**src/inc/fcpwm_consts.vh**
```
// Purpose: shared constants for the four-channel pulse width generator
// Assumes: 125 MHz reference clock
// Notes: duty in hundredths of a percent, frequency in hertz
`ifndef FCPWM_CONSTS_VH
`define FCPWM_CONSTS_VH

// ----------------------------------------------------------------
// clock and ranges
// ----------------------------------------------------------------
`define FCPWM_CLK_HZ 32'd125000000
`define FCPWM_FREQ_MIN_HZ 17'd50
`define FCPWM_FREQ_MAX_HZ 17'd50000
`define FCPWM_DUTY_FULL 14'd10000
`define FCPWM_DUTY_STEPS_PER_PCT 7'd100

// ----------------------------------------------------------------
// channel to output slot mapping (slot 0 = output five)
// ----------------------------------------------------------------
`define FCPWM_SLOT_OUT5 2'd2
`define FCPWM_SLOT_OUT6 2'd3
`define FCPWM_SLOT_OUT7 2'd0
`define FCPWM_SLOT_OUT8 2'd1

// ----------------------------------------------------------------
// reset values
// ----------------------------------------------------------------
`define FCPWM_RST_PERIOD 22'h000000
`define FCPWM_RST_HIGH 22'h000000

`endif

```
**src/core/fcpwm_divider.v**
```verilog
// Purpose: sequential divider for period and on-time computation
// Assumes: one request at a time; start ignored while busy
// Notes: restoring division, one quotient bit per clock
`timescale 1ns/1ps

module fcpwm_divider #(
    parameter NW = 40, // numerator width
    parameter DW = 17  // denominator width
) (
    // clock and reset
    input wire clk,
    input wire rstSync_n,
    // request
    input wire start,
    input wire [NW-1:0] numer,
    input wire [DW-1:0] denom,
    // answer
    output reg busy_q,
    output reg done_q,
    output reg [NW-1:0] quot_q
);

    reg [DW:0] rem_q; // partial remainder, one guard bit
    reg [NW-1:0] num_q; // numerator being shifted out
    reg [DW-1:0] den_q; // held denominator
    reg [6:0] cnt_q; // bits still to produce
    wire [DW:0] trial; // remainder with next bit shifted in
    wire fits; // trial subtraction does not go negative

    assign trial = {rem_q[DW-1:0], num_q[NW-1]};
    assign fits = (trial >= {1'b0, den_q});

    // ------------------------------------------------------------
    // one quotient bit per cycle
    // ------------------------------------------------------------
    always @(posedge clk or negedge rstSync_n) begin
        if (!rstSync_n) begin
            busy_q <= 1'b0;
            done_q <= 1'b0;
            quot_q <= {NW{1'b0}};
            rem_q <= {(DW+1){1'b0}};
            num_q <= {NW{1'b0}};
            den_q <= {DW{1'b0}};
            cnt_q <= 7'h00;
        end else begin
            done_q <= 1'b0;
            if (!busy_q) begin
                // accept a new request only while idle
                if (start) begin
                    busy_q <= 1'b1;
                    num_q <= numer;
                    den_q <= denom;
                    rem_q <= {(DW+1){1'b0}};
                    cnt_q <= NW[6:0];
                end
            end else begin
                num_q <= {num_q[NW-2:0], 1'b0};
                quot_q <= {quot_q[NW-2:0], fits};
                rem_q <= fits ? (trial - {1'b0, den_q}) : trial;
                cnt_q <= cnt_q - 7'h01;
                if (cnt_q == 7'h01) begin
                    busy_q <= 1'b0;
                    done_q <= 1'b1;
                end
            end
        end
    end

endmodule // fcpwm_divider

```
**src/core/fcpwm_top.v**
```verilog
// Purpose: four-channel pulse width generator with per-channel setup
// Assumes: ref_clk at 125 MHz; command port synchronous to ref_clk
// Notes: period = round(clk/freq) cycles, so error stays far inside
//        spec; on-time = period*duty/10000; new settings wait for
//        the current period to end
`timescale 1ns/1ps
`include "fcpwm_consts.vh"

// Behaviour
// - four channels on outputs five to eight
// - output on then off, repeating each period
// - any frequency from 50 Hz to 50 kHz
// - frequency error below specified limits
// - one command: channel, duty, frequency
// - duty 0 to 100 percent, fine resolution
// - duty word may come from program data
module fcpwm_top #(
    parameter PW = 22 // period counter width; 2500000 cycles at 50 Hz
) (
    // clock and reset
    input wire ref_clk,
    input wire rstn,
    // set_pulse_width_command port
    input wire cmdValid,
    input wire [1:0] cmdChannel,
    input wire [15:0] cmdDuty,
    input wire [16:0] cmdFreq,
    // command status
    output reg cmdReady_q,
    output reg cmdError_q,
    // digital outputs five to eight, bit 0 = output five
    output reg [3:0] pwmOut_q
);

    // ------------------------------------------------------------
    // reset release
    // ------------------------------------------------------------
    reg rstMeta_q; // first stage, read only by the second
    reg rstSync_q; // released reset for the rest of the design

    always @(posedge ref_clk or negedge rstn) begin
        if (!rstn) begin
            rstMeta_q <= 1'b0;
            rstSync_q <= 1'b0;
        end else begin
            rstMeta_q <= 1'b1;
            rstSync_q <= rstMeta_q;
        end
    end

    // ------------------------------------------------------------
    // per-channel storage
    // ------------------------------------------------------------
    reg [PW-1:0] perAct_q [0:3]; // period in use
    reg [PW-1:0] highAct_q [0:3]; // on-time in use
    reg [PW-1:0] perNew_q [0:3]; // pending period
    reg [PW-1:0] highNew_q [0:3]; // pending on-time
    reg [3:0] pend_q; // pending settings flag
    reg [PW-1:0] cnt_q [0:3]; // position in period
    reg [3:0] chanOut_q; // raw channel levels

    // ------------------------------------------------------------
    // command sequencer
    // ------------------------------------------------------------
    localparam ST_IDLE = 2'd0;
    localparam ST_PER = 2'd1;
    localparam ST_HIGH = 2'd2;

    reg [1:0] state_q; // sequencer state
    reg [1:0] chSel_q; // channel being set up
    reg [13:0] duty_q; // accepted duty word
    reg [PW-1:0] per_q; // computed period
    reg divStart_q; // divider start pulse
    reg [39:0] divNum_q; // divider numerator
    reg [16:0] divDen_q; // divider denominator
    wire divDone; // divider result valid
    wire [39:0] divQuot; // divider result

    fcpwm_divider #(.NW(40), .DW(17)) uDiv (
        .clk(ref_clk),
        .rstSync_n(rstSync_q),
        .start(divStart_q),
        .numer(divNum_q),
        .denom(divDen_q),
        .busy_q(),
        .done_q(divDone),
        .quot_q(divQuot)
    );

    // rounds the clock count to the nearest whole cycle
    function [39:0] halfUp;
        input [16:0] f;
        begin
            halfUp = {8'h00, `FCPWM_CLK_HZ} + {24'h000000, f[16:1]};
        end
    endfunction

    integer i; // loop index, command sequencer only
    integer k; // loop index, period counters only

    // ------------------------------------------------------------
    // accept commands and compute settings
    // ------------------------------------------------------------
    always @(posedge ref_clk or negedge rstSync_q) begin
        if (!rstSync_q) begin
            state_q <= ST_IDLE;
            chSel_q <= 2'd0;
            duty_q <= 14'h0000;
            per_q <= `FCPWM_RST_PERIOD;
            divStart_q <= 1'b0;
            divNum_q <= 40'h0000000000;
            divDen_q <= 17'h00000;
            cmdReady_q <= 1'b0;
            cmdError_q <= 1'b0;
            pend_q <= 4'h0;
            for (i = 0; i < 4; i = i + 1) begin
                perNew_q[i] <= `FCPWM_RST_PERIOD;
                highNew_q[i] <= `FCPWM_RST_HIGH;
            end
        end else begin
            divStart_q <= 1'b0;
            // pending flags drop when the channel wraps
            for (i = 0; i < 4; i = i + 1) begin
                if (cnt_q[i] + 1'b1 >= perAct_q[i]) begin
                    pend_q[i] <= 1'b0;
                end
            end
            case (state_q)
                ST_IDLE: begin
                    cmdReady_q <= 1'b1;
                    if (cmdValid && cmdReady_q) begin
                        cmdReady_q <= 1'b0;
                        if (cmdFreq < `FCPWM_FREQ_MIN_HZ ||
                            cmdFreq > `FCPWM_FREQ_MAX_HZ) begin
                            cmdError_q <= 1'b1;
                        end else begin
                            cmdError_q <= 1'b0;
                            chSel_q <= cmdChannel;
                            duty_q <= (cmdDuty > {2'b00, `FCPWM_DUTY_FULL})
                                ? `FCPWM_DUTY_FULL : cmdDuty[13:0];
                            divNum_q <= halfUp(cmdFreq);
                            divDen_q <= cmdFreq;
                            divStart_q <= 1'b1;
                            state_q <= ST_PER;
                        end
                    end
                end
                ST_PER: begin
                    if (divDone) begin
                        per_q <= divQuot[PW-1:0];
                        divNum_q <= divQuot[25:0] * duty_q;
                        divDen_q <= {3'b000, `FCPWM_DUTY_FULL};
                        divStart_q <= 1'b1;
                        state_q <= ST_HIGH;
                    end
                end
                ST_HIGH: begin
                    if (divDone) begin
                        perNew_q[chSel_q] <= per_q;
                        highNew_q[chSel_q] <= divQuot[PW-1:0];
                        pend_q[chSel_q] <= 1'b1;
                        state_q <= ST_IDLE;
                    end
                end
                default: begin
                    state_q <= ST_IDLE;
                end
            endcase
        end
    end

    // ------------------------------------------------------------
    // period counters and waveform
    // ------------------------------------------------------------
    always @(posedge ref_clk or negedge rstSync_q) begin
        if (!rstSync_q) begin
            chanOut_q <= 4'h0;
            for (k = 0; k < 4; k = k + 1) begin
                cnt_q[k] <= {PW{1'b0}};
                perAct_q[k] <= `FCPWM_RST_PERIOD;
                highAct_q[k] <= `FCPWM_RST_HIGH;
            end
        end else begin
            for (k = 0; k < 4; k = k + 1) begin
                if (cnt_q[k] + 1'b1 >= perAct_q[k]) begin
                    cnt_q[k] <= {PW{1'b0}};
                    if (pend_q[k]) begin
                        perAct_q[k] <= perNew_q[k];
                        highAct_q[k] <= highNew_q[k];
                        chanOut_q[k] <= (highNew_q[k] != {PW{1'b0}});
                    end else begin
                        chanOut_q[k] <= (highAct_q[k] != {PW{1'b0}});
                    end
                end else begin
                    cnt_q[k] <= cnt_q[k] + 1'b1;
                    // on for the first part, then off
                    chanOut_q[k] <= (cnt_q[k] + 1'b1 < highAct_q[k]);
                end
            end
        end
    end

    // ------------------------------------------------------------
    // output mapping
    // ------------------------------------------------------------
    always @(posedge ref_clk or negedge rstSync_q) begin
        if (!rstSync_q) begin
            pwmOut_q <= 4'h0;
        end else begin
            // channel two on five, one on eight
            pwmOut_q[0] <= chanOut_q[`FCPWM_SLOT_OUT5];
            pwmOut_q[1] <= chanOut_q[`FCPWM_SLOT_OUT6];
            pwmOut_q[2] <= chanOut_q[`FCPWM_SLOT_OUT7];
            pwmOut_q[3] <= chanOut_q[`FCPWM_SLOT_OUT8];
        end
    end

endmodule // fcpwm_top

```
**config.mk**
```make
export PLATFORM = sky130hd
export DESIGN_NAME = fcpwm_top
export DESIGN_NICKNAME = d
export VERILOG_FILES = /design/src/core/fcpwm_divider.v /design/src/core/fcpwm_top.v
export VERILOG_INCLUDE_DIRS = /design/src /design/src/inc
export SDC_FILE = /design/constraint.sdc
export NUM_CORES = 2
export LEC_CHECK = 0
export BUFFER_PORTS_ARGS = -buffer_cell sky130_fd_sc_hd__buf_2
export CORE_ASPECT_RATIO = 0.5
export CORE_MARGIN = 2
export CORE_UTILIZATION = 50
export CTS_CLUSTER_SIZE = 8
export DETAILED_ROUTE_END_ITERATION = 12
export GPL_ROUTABILITY_DRIVEN = 0
export HOLD_SLACK_MARGIN = 0.02
export PLACE_DENSITY = 0.65
export SLEW_MARGIN = 20
export SYNTH_ARGS = -nofsm -noshare
export SYNTH_HDL_FRONTEND = slang
export SYNTH_HIERARCHICAL = 1
export SYNTH_SLANG_ARGS = --single-unit
```
**constraint.sdc**
```tcl
create_clock -name ref_clk -period 26.6 [get_ports ref_clk]
set_input_delay 3.99 -clock ref_clk [delete_from_list [all_inputs] [get_ports ref_clk]]
set_output_delay 3.99 -clock ref_clk [all_outputs]
set_load 0.02 [all_outputs]
```
==> flow_metrics.py <==
metrics = {
    "clock_tree": {
        "insertion_delay_ns": 0.70,
        "cts_root_buf": "clkbuf_16",
        "h-tree-depth": 3,
        "cts.path.max_buffers": 3,
        "cts_tree": "done",
        "ctsResizeCount": 0,
        "cts_hold_buffers": 0,
        "cts.clk_slew.worst_paths_ns": 0.05,
        "cts_sinks": 663,
        "cts_buffers": 93,
        "post_cts_buffers": 0,
    },
    "worst_setup_path": {
        "critPathCaptureType": "flip-flop",
        "worst_ep_arrival_time_ns": 7.66,
        "worstSetupStartpointType": "flip-flop",
        "cp.required_ns": 27.14,
        "setup.worst_path.class": "reg -> reg",
        "worst-path-max-fanout": 21,
    },
    "logic_synthesis": {
        "synth_area_per_cell_um2": 10.4,
        "netlist_area_um2": 43400,
        "syn-num-nets": 4798,
        "synthCells": 4172,
        "synth_warnings": 6,
    },
    "timing": {
        "timing.final.setup_violations": 0,
        "rsz0062_at_grt": "no",
        "worstMarginPinSlew_ns": 1.15,
        "finalCritPeriodShare": 0.268,
        "maxSlewViolCount": 0,
        "clock.fmax_mhz": 140,
        "tns_ns": 0,
        "hold_viol": 0,
        "clock_skew_ns": 0.0310,
        "period_needed_ns": 7.12,
        "relSlewSlack": 0.236,
        "timing.final.ws_setup_ns": 19.48,
    },
    "placement": {
        "dp.cells": 5234,
        "portBuffers": 43,
        "dpl.hpwl_um": 73700,
        "place_ws_ns": 19.43,
    },
    "global_route": {
        "grt_max_degree": 161,
        "grt_pass1_wl_um": 174000,
        "grt-ovfl-total": 0,
        "grt_usage": 0.248,
        "antenna_found_initial": 2,
        "grt_pass1_vias": 31275,
    },
    "drt": {
        "wire_per_inst_um": 19.8,
        "ant_nets": 0,
        "drc": 0,
        "drt_iter0_drc": 2195,
        "drt-total-wl_um": 106000,
        "dr.pass1.iters": 6,
        "vias": 29726,
        "vias_per_cell": 5.57,
    },
    "final_layout": {
        "layout_common_cells": "dfrtp_1 (660), inv_1 (524), nand2_1 (482)",
        "layout_commonest_cell": "dfrtp_1",
        "drive_gt1_frac": 0.137,
        "final_cells": 5341,
        "area_growth_pct": 8.68,
        "multi_input_area_um2": 24200,
        "seqCellArea_um2": 16600,
        "fin_nets": 4785,
        "nFillCells": 7493,
    },
    "pwr": {
        "leakagePower_nw": 23.5,
        "p_per_area_nw_per_um2": 44.7,
        "ir_drop_mv": 0.0465,
    },
    "floorplan": {
        "initial_utilization": 0.505,
        "die_x_um": 421,
        "die_area_um2": 89400,
        "dieHeight_um": 212,
        "rows": 76,
        "coreArea_um2": 86100,
        "io_pins": 44,
    },
    "worst_hold_path": {
        "hp-class": "reg -> reg",
    },
    "run": {
        "drv_cap": 0,
    },
    "run_status": {
        "status": "complete, no violations",
    },
}
[registers in the layout (all words and copies together), names as in the netlist, 7 cells and up]
signal       cells
divDen_q        17
uDiv/rem_q      17
uDiv/num_q      40
highAct_q       88
uDiv/quot_q     26
perNew_q        88
highNew_q       88
per_q           22
divNum_q        40
cnt_q           88
uDiv/cnt_q       7
uDiv/den_q      17
duty_q          14
perAct_q        88
[worst paths after layout]
| kind | start | end | slack (ns) | cells past startpoint |
|---|---|---|---|---|
| max reg2reg | uDiv/quot_q[5] | divNum_q[34] | 19.48 | 20 |
| max in group asynchronous | rstSync_q | perAct_q[3] | 23.26 | 3 |
| min in group asynchronous | rstSync_q | divNum_q[39] | 0.42 | 0 |
| max | uDiv/quot_q[5] | divNum_q[34] | 19.48 | 20 |
| min reg2reg | rstMeta_q | rstSync_q | 0.35 | 0 |
| min | rstMeta_q | rstSync_q | 0.35 | 0 |
[layer usage]
layer  up-vias  wire length (um)  GRT usage
met5         -                 0          0
met2       735             48300      0.397
met4         0              2640     0.0709
li1      13712                 -          -
met1     15103             49000      0.351
met3       176              5570     0.0403
[through the flow]
| stage | cell area, um2 | hold slack, ns | total power [mW] | util |
|---|---|---|---|---|
| 6_report | 47200 | 0.346 | 2.11 | 0.549 |
| 3_3_place_gp | 44700 | 0.332 | 1.06 | 0.519 |
| 5_1_grt | 47200 | 0.356 | 2.18 | 0.548 |
| 3_5_place_dp | 44700 | 0.335 | 1.06 | 0.519 |
| 4_1_cts | 47200 | 0.348 | 2.13 | 0.548 |
| 2_1_floorplan | 43400 | 0.331 | 1.05 | - |
[area by class of cell]
class,count,share of cell area
Multi-Input combinational cell,2796,0.512
Sequential cell,663,0.352
Clock buffer,100,0.0501
Inverter,525,0.0417
Tap cell,1170,0.0310
Timing Repair Buffer,80,0.0109
Clock inverter,6,0.00273
Antenna cell,1,0.0000530
[critical path: stages, from the launching register on]
cell and delay (ns):
dfrtp_1 1.08, nand2_1 0.22, fa_1 0.58, inv_1 0.05
fa_1 0.50, fa_1 0.53, fa_1 0.53, fa_1 0.57
inv_1 0.06, fa_1 0.54, inv_1 0.04, ha_1 0.37
a21oi_1 0.30, nor2_1 0.07, nor2_1 0.17, o211ai_2 0.12
a2111o_1 0.51, a31o_1 0.28, a31oi_1 0.20, xor2_1 0.18
o21ai_1 0.07
[power by group]
group | switching, mW | total, mW | internal (mW)
registers | 0.00188 | 1.01 | 1.01
logic | 0.0224 | 0.0268 | 0.00442
clock network | 0.439 | 1.07 | 0.631
Power figures use the tool's default switching activity.
